## config.mk

```make
export PLATFORM = sky130hd
export DESIGN_NAME = isa_host_bus_interface
export DESIGN_NICKNAME = d
export VERILOG_FILES = /design/src/shared/host_port_pkg.sv /design/src/core/isa_host_bus_interface.sv /design/src/core/dma_channel.sv
export SDC_FILE = /design/constraint.sdc
export NUM_CORES = 1
export LEC_CHECK = 0
export BUFFER_PORTS_ARGS = -buffer_cell sky130_fd_sc_hd__buf_2
export CORE_MARGIN = 1.5
export CORE_UTILIZATION = 49
export CTS_CLUSTER_DIAMETER = 30
export CTS_CLUSTER_SIZE = 14
export DETAILED_ROUTE_END_ITERATION = 8
export PLACE_DENSITY = 0.86
export SYNTH_ARGS = -nofsm -noshare
export SYNTH_HDL_FRONTEND = slang
export SYNTH_SLANG_ARGS = --single-unit
```

## constraint.sdc

```tcl
create_clock -name mclk -period 1.6 [get_ports mclk]
set_clock_uncertainty 0.1 [all_clocks]
set_input_delay 0.16 -clock mclk [delete_from_list [all_inputs] [get_ports mclk]]
set_output_delay 0.16 -clock mclk [all_outputs]
set_load 0.01 [all_outputs]
```

## src/shared/host_port_pkg.sv

```systemverilog
/*
  Constants and types for the ISA host port block.
  Assumes one 200 MHz clock and a synchronous active-high reset.
*/
package host_port_pkg;
  localparam int unsigned ADDR_W      = 11;
  localparam int unsigned DATA_W      = 8;
  localparam int unsigned DMA_CH      = 3;
  localparam int unsigned IRQ_OUTS    = 6;
  localparam int unsigned IRQ_SRCS    = 8;
  localparam int unsigned IRQ_SEL_W   = 3;
  // Interrupt steering selects beyond the output count mean "not routed"
  localparam logic [IRQ_SEL_W-1:0] IRQ_SEL_NONE = 3'h7;
  localparam int unsigned CLK_PERIOD_PS = 5000;
  localparam int unsigned RESET_MIN_NS  = 500;
  localparam int unsigned RESET_MIN_CYC =
    (RESET_MIN_NS * 1000 + CLK_PERIOD_PS - 1) / CLK_PERIOD_PS;
  // Share pulse width on the interrupt outputs, in clock cycles
  localparam int unsigned IRQ_PULSE_CYC = 4;
  localparam logic [2:0] IRQ_PULSE_LAST = 3'h3;
  // Source slot of the external interrupt input in the steering table
  localparam int unsigned EXT_IRQ_SLOT  = 7;
  localparam int unsigned PAR_IRQ_SLOT  = 3;

  typedef enum logic [1:0] {
    TC_MODE_AT,
    TC_MODE_MODEL30,
    TC_MODE_PS
  } tc_mode_t;

  typedef enum logic [1:0] {
    PAR_SPP,
    PAR_EPP,
    PAR_ECP
  } par_mode_t;
endpackage : host_port_pkg

```

## src/core/isa_host_bus_interface.sv

```systemverilog
/*
  ISA slave host port: address capture and decode, data bus drive,
  DMA requests, interrupt steering and ready stretching.
  Assumes host strobes, dack, tc and data are asynchronous to mclk and resynchronised here; internal functions
  are outside and reached through the function-side ports.
*/
`timescale 1ns/100ps
module isa_host_bus_interface
  import host_port_pkg::*;
(
  // Clock and reset
  input  wire logic                                  mclk,
  input  wire logic                                  srst,
  // Host address and strobes
  input  wire logic [host_port_pkg::ADDR_W-1:0]      addr,
  input  wire logic                                  ior_n,
  input  wire logic                                  iow_n,
  input  wire logic                                  aen,
  input  wire logic                                  cs_n,
  // Host data bus
  input  wire logic [host_port_pkg::DATA_W-1:0]      data_in,
  output logic      [host_port_pkg::DATA_W-1:0]      data_out,
  output logic                                       data_oe,
  // DMA
  output logic      [host_port_pkg::DMA_CH-1:0]      drq,
  input  wire logic [host_port_pkg::DMA_CH-1:0]      dack_n,
  input  wire logic                                  tc,
  // Interrupts, open-drain capable outputs
  output logic      [host_port_pkg::IRQ_OUTS-1:0]    irq_out,
  output logic      [host_port_pkg::IRQ_OUTS-1:0]    irq_oe,
  input  wire logic                                  external_interrupt_input,
  // Ready, open drain
  output logic                                       iochrdy_out,
  output logic                                       iochrdy_oe,
  // Configuration (kept across srst by the owner)
  input  wire host_port_pkg::tc_mode_t               tc_mode,
  input  wire host_port_pkg::par_mode_t              par_mode,
  input  wire logic [host_port_pkg::IRQ_SRCS*host_port_pkg::IRQ_SEL_W-1:0]
                                                     irq_sel,
  input  wire logic [host_port_pkg::ADDR_W-1:0]      win_base,
  input  wire logic [host_port_pkg::ADDR_W-1:0]      win_mask,
  // Function side
  output logic      [host_port_pkg::ADDR_W-1:0]      fn_addr,
  output logic                                       fn_sel,
  output logic                                       fn_rd_pulse,
  output logic                                       fn_wr_pulse,
  output logic      [host_port_pkg::DATA_W-1:0]      fn_wdata,
  input  wire logic [host_port_pkg::DATA_W-1:0]      fn_rdata,
  input  wire logic [host_port_pkg::IRQ_SRCS-2:0]    fn_irq,
  input  wire logic [host_port_pkg::DMA_CH-1:0]      fn_dma_want,
  input  wire logic [host_port_pkg::DMA_CH-1:0]      fn_dma_last,
  output logic      [host_port_pkg::DMA_CH-1:0]      fn_dma_en,
  output logic      [host_port_pkg::DMA_CH-1:0]      fn_tc,
  input  wire logic                                  ir_wait,
  input  wire logic                                  epp_wait
);
  import host_port_pkg::*;

  ////////////////////////////////////////////////////////////////////////
  // Input synchronisers
  logic [1:0]        ior_s_q;
  logic [1:0]        iow_s_q;
  logic [1:0]        tc_s_q;
  logic [DMA_CH-1:0] dack_s0_q;
  logic [DMA_CH-1:0] dack_s1_q;
  logic              ior_d1_q;
  logic              iow_d1_q;
  logic [DMA_CH-1:0] dack_d1_q;
  logic [DATA_W-1:0] din_s0_q;
  logic [DATA_W-1:0] din_s1_q;

  always_ff @(posedge mclk) begin
    ior_s_q   <= {ior_s_q[0], ior_n};
    iow_s_q   <= {iow_s_q[0], iow_n};
    tc_s_q    <= {tc_s_q[0], tc};
    dack_s0_q <= dack_n;
    dack_s1_q <= dack_s0_q;
    ior_d1_q  <= ior_s_q[1];
    iow_d1_q  <= iow_s_q[1];
    dack_d1_q <= dack_s1_q;
    din_s0_q  <= data_in;
    din_s1_q  <= din_s0_q;
  end

  wire               rd_act   = ~ior_s_q[1];
  wire               wr_act   = ~iow_s_q[1];
  wire               rd_fall  = ior_d1_q & ~ior_s_q[1];
  wire               wr_fall  = iow_d1_q & ~iow_s_q[1];
  wire               rd_rise  = ~ior_d1_q & ior_s_q[1];
  wire               wr_rise  = ~iow_d1_q & iow_s_q[1];
  wire [DMA_CH-1:0]  dack_fall = dack_d1_q & ~dack_s1_q;
  wire               any_dack = ~&dack_s1_q;

  ////////////////////////////////////////////////////////////////////////
  // Address capture and decode
  logic [ADDR_W-1:0] addr_q;
  logic              sel_q;
  logic              rd_q;
  logic              wr_q;
  logic [DATA_W-1:0] wdata_q;

  wire lead_edge = rd_fall | wr_fall;
  // Window match on every address bit, no aliasing
  wire addr_hit  = ((addr ^ win_base) & win_mask) == '0 &&
                   win_mask == {ADDR_W{1'b1}};
  wire io_hit    = addr_hit & ~aen & ~cs_n;

  always_ff @(posedge mclk) begin
    if (lead_edge) begin
      addr_q <= addr;
    end
    if (srst) begin
      sel_q <= 1'b0;
      rd_q  <= 1'b0;
      wr_q  <= 1'b0;
    end else if (lead_edge) begin
      sel_q <= io_hit;
      rd_q  <= rd_fall;
      wr_q  <= wr_fall;
    end else if (rd_rise | wr_rise) begin
      sel_q <= 1'b0;
      rd_q  <= 1'b0;
      wr_q  <= 1'b0;
    end
  end

  // Write data is delayed like the strobe, so the last sample taken
  // before the synchronised trailing edge is still the host's data
  always_ff @(posedge mclk) begin
    if (srst) begin
      wdata_q     <= '0;
      fn_wr_pulse <= 1'b0;
      fn_rd_pulse <= 1'b0;
    end else begin
      fn_wr_pulse <= wr_rise & sel_q & wr_q;
      fn_rd_pulse <= rd_fall & io_hit;
      if (wr_act & sel_q) begin
        wdata_q <= din_s1_q;
      end
    end
  end

  assign fn_addr  = addr_q;
  assign fn_sel   = sel_q;
  assign fn_wdata = wdata_q;

  ////////////////////////////////////////////////////////////////////////
  // Read data drive
  logic [DATA_W-1:0] dout_q;
  logic              doe_q;
  wire               dma_rd = rd_act & any_dack;
  wire               drive  = rd_act & ((sel_q & rd_q) | dma_rd);

  always_ff @(posedge mclk) begin
    if (srst) begin
      doe_q  <= 1'b0;
      dout_q <= '0;
    end else begin
      doe_q  <= drive;
      dout_q <= drive ? fn_rdata : '0;
    end
  end

  assign data_out = dout_q;
  assign data_oe  = doe_q;

  ////////////////////////////////////////////////////////////////////////
  // DMA channels
  wire tc_active = (tc_mode == TC_MODE_PS) ? ~tc_s_q[1]
                                           : tc_s_q[1];
  logic [DMA_CH-1:0] drq_q;

  for (genvar c = 0; c < DMA_CH; c++) begin : g_dma
    dma_channel u_ch (
      .mclk      (mclk),
      .srst      (srst),
      .want_req  (fn_dma_want[c]),
      .last_byte (fn_dma_last[c]),
      .dack_n    (dack_s1_q[c]),
      .dack_fall (dack_fall[c]),
      .rd_fall   (rd_fall),
      .tc_active (tc_active),
      .drq_q     (drq_q[c]),
      .xfer_en   (fn_dma_en[c]),
      .tc_seen_q (fn_tc[c])
    );
  end

  assign drq = drq_q;

  ////////////////////////////////////////////////////////////////////////
  // Interrupt steering
  wire [IRQ_SRCS-1:0] irq_src = {external_interrupt_input, fn_irq};
  wire                share   = (par_mode != PAR_SPP);
  wire [IRQ_SEL_W-1:0] ext_sel =
    irq_sel[EXT_IRQ_SLOT*IRQ_SEL_W +: IRQ_SEL_W];
  logic [IRQ_OUTS-1:0] level_or;
  logic [IRQ_OUTS-1:0] pulse_or;
  logic [IRQ_SRCS-1:0] src_d1_q;
  logic [IRQ_OUTS-1:0] irq_q;
  logic [IRQ_OUTS-1:0] pulse_q;
  logic [2:0]          pcnt_q [IRQ_OUTS];

  always_comb begin
    level_or = '0;
    pulse_or = '0;
    for (int s = 0; s < IRQ_SRCS; s++) begin
      for (int o = 0; o < IRQ_OUTS; o++) begin
        if (irq_sel[s*IRQ_SEL_W +: IRQ_SEL_W] == IRQ_SEL_W'(o)) begin
          if (share && s == PAR_IRQ_SLOT) begin
            pulse_or[o] = pulse_or[o] | (irq_src[s] & ~src_d1_q[s]);
          end else begin
            level_or[o] = level_or[o] | irq_src[s];
          end
        end
      end
    end
  end

  always_ff @(posedge mclk) begin
    if (srst) begin
      src_d1_q <= '0;
      pulse_q  <= '0;
      irq_q    <= '0;
      for (int o = 0; o < IRQ_OUTS; o++) begin
        pcnt_q[o] <= '0;
      end
    end else begin
      src_d1_q <= irq_src;
      irq_q    <= level_or;
      for (int o = 0; o < IRQ_OUTS; o++) begin
        if (pulse_or[o]) begin
          pulse_q[o] <= 1'b1;
          pcnt_q[o]  <= '0;
        end else if (pulse_q[o]) begin
          pcnt_q[o]  <= pcnt_q[o] + 3'h1;
          pulse_q[o] <= (pcnt_q[o] != IRQ_PULSE_LAST);
        end
      end
    end
  end

  // Shared pulse drives low; otherwise level drive
  assign irq_out = irq_q & ~pulse_q;
  assign irq_oe  = irq_q | pulse_q;

  ////////////////////////////////////////////////////////////////////////
  // Ready stretching
  logic rdy_low_q;
  wire  may_wait = ir_wait | (epp_wait & (par_mode == PAR_EPP));
  wire  cyc_open = (rd_act | wr_act) & sel_q;

  always_ff @(posedge mclk) begin
    if (srst) begin
      rdy_low_q <= 1'b0;
    end else begin
      rdy_low_q <= cyc_open & may_wait;
    end
  end

  assign iochrdy_out = 1'b0;
  assign iochrdy_oe  = rdy_low_q;
endmodule : isa_host_bus_interface

```

## src/core/dma_channel.sv

```systemverilog
/*
  One DMA request channel: request, acknowledge qualification and
  terminal count capture.
  Assumes synchronised, already edge-detected strobe inputs.
*/
`timescale 1ns/100ps
module dma_channel (
  // Clock and reset
  input  wire logic mclk,
  input  wire logic srst,
  // Function side
  input  wire logic want_req,
  input  wire logic last_byte,
  // Host side, synchronised
  input  wire logic dack_n,
  input  wire logic dack_fall,
  input  wire logic rd_fall,
  input  wire logic tc_active,
  // Results
  output logic      drq_q,
  output logic      xfer_en,
  output logic      tc_seen_q
);
  logic drq_d;
  logic tc_seen_d;
  wire  ack_drop  = last_byte & dack_fall;
  wire  dem_drop  = last_byte & ~dack_n & rd_fall;

  assign xfer_en   = ~dack_n;
  assign drq_d     = (ack_drop | dem_drop) ? 1'b0 : want_req;
  // A new terminal count wins over the clear when both fall together
  assign tc_seen_d = (tc_seen_q & want_req) | (tc_active & ~dack_n);

  always_ff @(posedge mclk) begin
    if (srst) begin
      drq_q     <= 1'b0;
      tc_seen_q <= 1'b0;
    end else begin
      drq_q     <= drq_d;
      tc_seen_q <= tc_seen_d;
    end
  end
endmodule : dma_channel

```

### Word level (Yosys, flattened, before mapping)

Memories as Yosys holds them, arrays and structs flattened.
Cells that the tools add are included.

| cells by class | value |
|---|---|
| $add $sub $neg | 6 |
| reduce and logical (&&, ||, !) cells | 18 |
| bitwise logic cells | 116 |
| equal/unequal tests | 49 |
| multiplexer cells | 134 |

Operators by type and width:

| operator | number |
|---|---|
| 2-to-1 mux 1 bit | 122 |
| bitwise OR 1 bit | 65 |
| == test 3 x 2 -> 1 bit, second input constant | 16 |
| == test 3 bit, second input constant | 16 |
| 2-to-1 mux 3 bit | 12 |
| AND 1 bit | 32 |
| == test 3 x 1 -> 1 bit, second input constant | 8 |
| logical NOT 3 bit | 8 |
| adder 3 x 1 -> 3 bit, second input constant | 6 |
| != test 3 x 2 -> 1 bit, second input constant | 6 |
| inverter 1 bit | 12 |
| AND 11 bit | 1 |
| == test 11 bit, second input constant | 1 |
| logical NOT 11 bit | 1 |
| XOR 11 bit | 1 |
| OR reduction 2 bit | 4 |
| AND 6 bit | 1 |
| inverter 6 bit | 1 |
| bitwise OR 6 bit | 1 |
| nonzero test 2 bit | 2 |
| AND 3 bit | 1 |
| inverter 3 bit | 1 |
| AND reduction 3 bit | 1 |
| == test 2 x 1 -> 1 bit, second input constant | 1 |
| other kinds (3) | 3 |

| word-level totals | value |
|---|---|
| memories | 1 |
| register bits after elaboration | 89 |
| output and inout port bits | 54 |
| RAM bits | 18 |
| word-level logic and storage cells | 353 |
| input bits | 103 |

Memory list:

| name | words | width | rd ports | clocked after Yosys merged registers in | write ports | line | RTL |
|---|---|---|---|---|---|---|---|
| pcnt_q | 6 | 3 | 6 | 0 | 6 | isa_host_bus_interface.sv:202 | `logic [2:0] pcnt_q [IRQ_OUTS];` |

### Logic depth before layout (Yosys ltp)

Gate-level depths: netlist of the first run.

| logic depth | value |
|---|---|
| word-level depth | 17 |
| depth in mapped cells | 5 |
| mapped depth without buffers | 5 |

### Modules after synthesis

A second synthesis of the first run with hierarchy kept.

| second synthesis, totals | value |
|---|---|
| cell total of the unflattened synthesis | 383 |
| area total of the unflattened synthesis | 4200.3 um^2 |

By module, submodules not included:

| module | times used | area each (um^2) | cells each | seq. area each (um^2) |
|---|---|---|---|---|
| isa_host_bus_interface | 1 | 3960.0 | 356 | 2252.2 |
| dma_channel | 3 | 80.1 | 9 | 40.0 |

### Least setup slack after synthesis of the first run

Ideal clock, no wire load.

| path | value |
|---|---|
| path type | register -> register |
| start | register ior_s_q[1] |
| end | register addr_q[0], in the netlist fn_addr[0], enable pin |
| library setup time | 0.339 ns |
| period minus slack after synthesis | 1.409 ns |
| arrival time | 0.970 ns |
| buffers on the path | 0 |
| path slack | 0.191 ns |
| required time | 1.161 ns |
| stages on the path, launching flop included | 4 |
| cell sequence | dfxtp_1 -> nor2b_1 -> nor2b_1 -> inv_1 |

| between the ends | value |
|---|---|
| cells in the longest elaborated chain, start to end | 3 |

Ends and longest elaborated chain:

| item | line | RTL |
|---|---|---|
| start, declared | isa_host_bus_interface.sv:61 | `logic [1:0] ior_s_q;` |
| start signal, assigned | isa_host_bus_interface.sv:73 | `ior_s_q <= {ior_s_q[0], ior_n};` |
| inverter 1 bit | isa_host_bus_interface.sv:87 | `wire rd_fall = ior_d1_q & ~ior_s_q[1];` |
| AND 1 bit | isa_host_bus_interface.sv:87 |  |
| bitwise OR 1 bit | isa_host_bus_interface.sv:102 | `wire lead_edge = rd_fall \| wr_fall;` |
| via lead_edge | isa_host_bus_interface.sv:102 |  |
| end signal, assigned | isa_host_bus_interface.sv:110 | `addr_q <= addr;` |
| end, declared | isa_host_bus_interface.sv:96 | `logic [ADDR_W-1:0] addr_q;` |

The timed path passes the listed nets, and every way through them passes these cells.
A chain may end at the register's enable or synchronous reset.

==> results of run 1 <==
## cell type report
type                    count  share of cell area
flip-flops and latches    104               0.420
clock inverters             5             0.00819
multi-input cells         242               0.290
repair buffers            200               0.215
inverters                  28              0.0186
well taps                 105              0.0232
clock buffers              11              0.0250
## state kept, by name, indices dropped and copies added, names as in the netlist, 2 cells and up
register              flops
dack_d1_q                 3
tc_s_q                    2
dack_s0_q                 3
pulse_q                   6
din_s1_q                  8
data_out                  8
g_dma.u_ch.tc_seen_q      3
din_s0_q                  8
fn_addr                  11
irq_q                     6
fn_wdata                  8
ior_s_q                   2
pcnt_q                   18
g_dma.u_ch.drq_q          3
iow_s_q                   2
dack_s1_q                 3
## cells in the mapped netlist, drive strengths merged, types with 3 or more instances
| cell type | instances |
|---|---|
| o22ai | 3 |
| a21oi | 7 |
| or2 | 9 |
| o31ai | 3 |
| o311a | 3 |
| o21ai | 3 |
| a22oi | 5 |
| ha | 12 |
| nor3 | 3 |
| a41oi | 5 |
| a31oi | 6 |
| nand3b | 4 |
| a211oi | 3 |
| nor2b | 15 |
| nand2b | 17 |
| dfxtp | 75 |
| and2 | 9 |
| nand4b | 8 |
| nor2 | 42 |
| xor2 | 11 |
| edfxtp | 29 |
| nand4 | 4 |
| nor3b | 5 |
| nand3 | 12 |
| inv | 28 |
| nand2 | 16 |
| mux2i | 8 |
| buf | 14 |
## kinds of logic (layout without fill, tap and decap cells)
group                    Yosys count  count (layout)  synth area share
AO/OA/AOI/OAI                     50              50            0.0895
XOR/XNOR                          12              12            0.0250
adder cells (fa/ha/maj)           12              12            0.0357
buffers and inverters             44             244            0.0493
flip-flops                       104             104             0.564
multiplexers                       8               8            0.0190
other                              1               1          0.000891
AND/OR/NAND/NOR                  159             159             0.217
## through the flow
stage          total power [mW]  worst slack (ps)
6_report                   5.12              71.5
5_1_grt                    5.36              7.57
4_1_cts                    5.14              16.7
3_5_place_dp               3.54              24.7
3_3_place_gp               3.51               108
2_1_floorplan              3.24               191
## worst min-delay path, cell delays in order
cell and delay [ps]:
buf_2 120, nand4b_1 100, a31oi_1 70
## worst max-delay path by stage
stage	endpoint	cells past startpoint
floorplan	fn_addr[0]	3
global placement	pcnt_q[3][2]	4
detailed placement	pcnt_q[3][0]	4
CTS	pcnt_q[3][1]	4
global route	pcnt_q[3][1]	4
finish	pcnt_q[3][0]	4
## cell usage in the layout, fill, tap and decap left out, types with 14 or more instances in the layout
| cell | Yosys | layout |
|---|---|---|
| buf_2 | 4 | 155 |
| dfxtp_1 | 75 | 75 |
| nor2_1 | 41 | 41 |
| dlygate4sd3_1 | 0 | 40 |
| edfxtp_1 | 29 | 29 |
| inv_1 | 26 | 26 |
| nand2b_1 | 17 | 17 |
| nand2_1 | 16 | 16 |
| nor2b_1 | 14 | 14 |
## power by group through the flow
stage               clock [mW]  sequential, mW  combinational (mW)
floorplan                    0            2.94               0.296
global placement             0            2.94               0.575
detailed placement           0            2.94               0.597
CTS                       1.58            2.88               0.675
global route              1.71            2.90               0.754
finish                    1.54            2.88               0.691
## routing by layer
metal  track usage  wire length [um]
met5             0                 0
met4         0.109               282
met3        0.0558               643
met2         0.454              5720
met1         0.254              4030
## repair_timing
action / 4_1_cts / 5_1_grt
gates resized for setup: 0 / 2
setup buffers: 0 / 0
hold buffers: 40 / 0
setup endpoints to repair: 0 / 12
hold endpoints to repair: 42 / 0
==> qor.csv, run 1 <==
stage,metric,value,unit
worst_setup_path,Startpoint Class,register,
floorplan,width of the die,95.7,um
drt,Final ANT Viol Nets,0,
power,clock power share,0.302,
min_path,Hold WC Path Type,in -> reg,
clock_tree,CTS tree,yes,
yosys,Cell variety after synth,54,
yosys,Mean Syn Cell Area,10.8,um2
yosys,synthesized area,4210,um2
min_path,hold endpoint,irq_q[3],
yosys,Syn Nets,505,
power,Pwr per Cell Area,906,nW/um2
power,Int Pwr,3.81,mW
clock_tree,H-tree levels,3,
placement,DP Wirelength,7520,um
grt,total track usage,0.242,
clock_tree,CTS root buf,clkbuf_8,
layout,final core utilization,0.684,
grt,pin count of the biggest net entering global routing,19,
yosys,Syn Inst Count,390,
worst_setup_path,Critical path buffers and inverters,0,
yosys,#FFs+latches synth,104,
timing,Hold WS,37.6,ps
power,Leakage,2.55,nW
placement,Cells after DPL,639,
clock_tree,worst-skew pair later-pin latency,350,ps
yosys,async set-reset flop share out of synthesis,0,
worst_setup_path,Setup crit end kind,register,
clock_tree,CTS Buffer Depth,2,
layout,Final #Nets,700,
grt,initial antenna violation count,0,
timing,Fin. Hold Viols,0,
layout,area of the multi-input gates,1640,um2
layout,Finished Layout Cells,695,
timing,Slew Limit Fails,0,
timing,fin crit share,0.955,
min_path,Worst Hold Launch,fn_irq[6],
worst_setup_path,crit-path leading delay family,simple AND/OR/NAND/NOR gates,
yosys,Ys Warns,0,
drt,vias per cell,5.19,
worst_setup_path,Critical-path top delay cell,dfxtp_1,
drt,DRC viols,0,
layout,layout cell share with drive strength beyond 1,0.324,
run_status,status,finished clean,
worst_setup_path,reg-to-reg endpoint,pcnt_q[3][0],
timing,RSZ-0062 raised after global routing,no,
floorplan,die height,95.7,um
worst_setup_path,slowest cell delay on critical path,320,ps
yosys,number of flops mapped to enable cells by yosys,29,
worst_setup_path,Setup CP Type,reg -> reg,
layout,fin area,5650,um2
flow_run,max-capacitance violation count,0,
clock_tree,total clock buffers created by CTS,9,
yosys,cell accounting for the most synthesized area,dfxtp_1,
worst_setup_path,reg2reg start,src_d1_q[3],
worst_setup_path,R2R depth,4,
clock_tree,Worst-path clk slew,100,ps
drt,final WL,10700,um
timing,fmax,654,MHz
drt,per-cell routed wire length,15.4,um
placement,GPL Wtd Cong,0.874,
layout,P&R area growth vs syn,34.3,%
worst_setup_path,crit path launch,src_d1_q[3],
yosys,"top cells by area, synth","dfxtp_1 (36%), edfxtp_1 (21%), nor2_1 (3.7%)",
worst_setup_path,Worst EP required,1560,ps
drt,initial detailed-routing violation count,173,
power,sw frac,0.256,
layout,Register Area,2370,um2
yosys,"Top FF cell, synth",dfxtp_1,
worst_setup_path,reg2reg setup slack,70,ps
floorplan,die area,9150,um2
worst_setup_path,worst-path cell chain,nand2b_1 > nor3_4 > nand3_1 > nand3_1,
yosys,Yosys top cell area share,0.357,
worst_setup_path,CP Max Fanout,6,
timing,Setup TNS Final,0,ps
worst_setup_path,WP data arrival,1490,ps
min_path,worst hold stages,3,
layout,FILL cells,626,
placement,Placed Area,5050,um2
grt,first-pass GRT wire length,16800,um
drt,First-pass DRT Iterations,4,
grt,global route total overflow,0,
floorplan,core area,8260,um2
power,Comb pwr share,0.135,
power,Psw,1.31,mW
floorplan,IO Count,157,
worst_setup_path,most frequent CP cell,nand3_1,
floorplan,Rows,33,
yosys,"Seq/Total Area, Yosys",0.564,
drt,via count,3607,
floorplan,Initial Util,0.510,
grt,number of global-route vias before repair,3712,
timing,post-layout min period,1530,ps
placement,I/O Buffers,155,
clock_tree,Sink Count,104,
power,Flop pwr share,0.563,
layout,antenna cells,0,
power,VDD IR max,702,uV
timing,setup violators final,0,
Power figures use the tool's default switching activity.
==> run 2: changes to the inputs <==
--- a/config.mk
+++ b/config.mk
@@ -6,6 +6,7 @@
 export NUM_CORES = 1
 export LEC_CHECK = 0
 export BUFFER_PORTS_ARGS = -buffer_cell sky130_fd_sc_hd__buf_2
+export CORE_ASPECT_RATIO = 0.7
 export CORE_MARGIN = 1.5
 export CORE_UTILIZATION = 49
 export CTS_CLUSTER_DIAMETER = 30
==> run 2 against run 1 <==
Via count shrank 0.94%. Critical path type unchanged. Worst setup slack gained 21 ps. Sequential cell count is the same. Worst hold slack lost 6.6 ps. Power grew 9.3%. Clock power grew 32%. Sequential share of layout area shrank 0.40 points. Register-to-register slack gained 20 ps. First-iteration DRC count grew 71%.
==> qor.csv, run 2 (same netlist as run 1, synthesis figures left out) <==
stage,metric,value,unit
run_status,status,finished clean,
power,clock power share,0.363,
layout,Final #Nets,696,
timing,fmax,663,MHz
clock_tree,total clock buffers created by CTS,9,
placement,DP Wirelength,7210,um
placement,post-place setup slack,34.2,ps
layout,layout cell share with drive strength beyond 1,0.324,
timing,setup violators final,0,
placement,Cells after DPL,638,
power,VDD IR max,701,uV
floorplan,die height,80.5,um
power,Leakage,2.57,nW
floorplan,core area,8410,um2
floorplan,Rows,28,
drt,initial detailed-routing violation count,296,
worst_setup_path,Setup CP Type,reg -> reg,
drt,via count,3573,
flow_run,max-capacitance violation count,0,
clock_tree,Worst-path clk slew,60,ps
placement,GPL Wtd Cong,0.910,
timing,setup ws final,92.2,ps
timing,Setup TNS Final,0,ps
clock_tree,post-CTS setup repair buffer count,0,
power,Psw,1.35,mW
drt,final WL,10100,um
clock_tree,CTS tree,yes,
floorplan,width of the die,114,um
grt,total track usage,0.224,
timing,Slew Limit Fails,0,
clock_tree,Sink Count,104,
worst_setup_path,CP Max Fanout,6,
drt,DRC viols,0,
drt,per-cell routed wire length,14.6,um
clock_tree,CTS root buf,clkbuf_16,
clock_tree,worst-skew pair later-pin latency,340,ps
floorplan,Initial Util,0.501,
timing,post-layout min period,1510,ps
grt,number of global-route vias before repair,3391,
power,Comb pwr share,0.121,
power,Flop pwr share,0.515,
floorplan,IO Count,157,
layout,"most common cell after layout, fill and taps aside",buf_2,
worst_setup_path,Startpoint Class,register,
grt,pin count of the biggest net entering global routing,23,
worst_setup_path,WP data arrival,1450,ps
grt,global route total overflow,0,
min_path,Hold WC Path Type,in -> reg,
power,sw frac,0.242,
timing,fin crit share,0.942,
timing,Hold WS,30.9,ps
drt,vias per cell,5.17,
layout,flip-flop count of the largest register after layout,18,
worst_setup_path,Setup crit end kind,register,
grt,first-pass GRT wire length,15700,um
layout,P&R area growth vs syn,35.6,%
worst_setup_path,Worst EP required,1540,ps
power,Int Pwr,4.24,mW
layout,most frequent cells in the layout,"buf_2 (155), dfxtp_1 (75), nor2_1 (41)",
layout,Finished Layout Cells,691,
layout,FILL cells,635,
clock_tree,H-tree levels,3,
layout,antenna cells,0,
floorplan,die area,9160,um2
timing,RSZ-0062 raised after global routing,no,
layout,Top reg by flops,pcnt_q,
clock_tree,CTS Buffer Depth,2,
drt,Final ANT Viol Nets,0,
drt,First-pass DRT Iterations,5,
power,Pwr per Cell Area,980,nW/um2
timing,Fin. Hold Viols,0,
grt,initial antenna violation count,0,
placement,I/O Buffers,155,
[run 2: critical path: stages (launching register included)]
cell and delay (ps):
dfxtp_1 310, nand2b_1 210, nor3_4 270, nand3_1 160, nand3_1 170
[run 2: final timing paths]
kind	from	to	slack, ps	cells after the start
worst max-delay path	src_d1_q[3]	pcnt_q[3][1]	90	4
worst min-delay path	fn_irq[3]	src_d1_q[3]	30	2
worst max register to register	src_d1_q[3]	pcnt_q[3][1]	90	4
worst min register to register	din_s0_q[4]	din_s1_q[4]	230	0
[run 2: timing repair]
item / CTS / global route
hold buffers: 37 / 0
endpoints found under the setup margin: 0 / 11
resized for setup: 0 / 2
hold endpoints to repair: 40 / 0
[run 2: cell type report]
cell class	count	area, um2	share of cell area
clock buffer	10	229	0.0401
clock inverter	6	51.3	0.00899
inverter	28	105	0.0184
multi-input combinational	242	1640	0.288
sequential	104	2370	0.416
tap	105	131	0.0230
timing repair buffer	196	1180	0.206
[run 2: metal layers]
metal	routed length, um	GRT usage	share of wire
met2	4800	0.381	0.48
met1	4400	0.278	0.44
met4	123	0.0525	0.012
met5	0	0	0
met3	752	0.0725	0.075
[run 2: power by group through the flow]
stage / clock [mW] / sequential [mW] / combinational (mW)
3_3_place_gp: 0 / 2.94 / 0.572
6_report: 2.03 / 2.88 / 0.679
5_1_grt: 2.19 / 2.90 / 0.744
3_5_place_dp: 0 / 2.94 / 0.589
2_1_floorplan: 0 / 2.94 / 0.296
4_1_cts: 2.08 / 2.88 / 0.664
[run 2: stage by stage]
stage               cell area [um2]   util  power, mW
CTS                            5690  0.677       5.63
global route                   5710  0.679       5.83
floorplan                      4210      -       3.24
detailed placement             5040  0.600       3.53
finish                         5710  0.679       5.60
global placement               5040  0.600       3.51
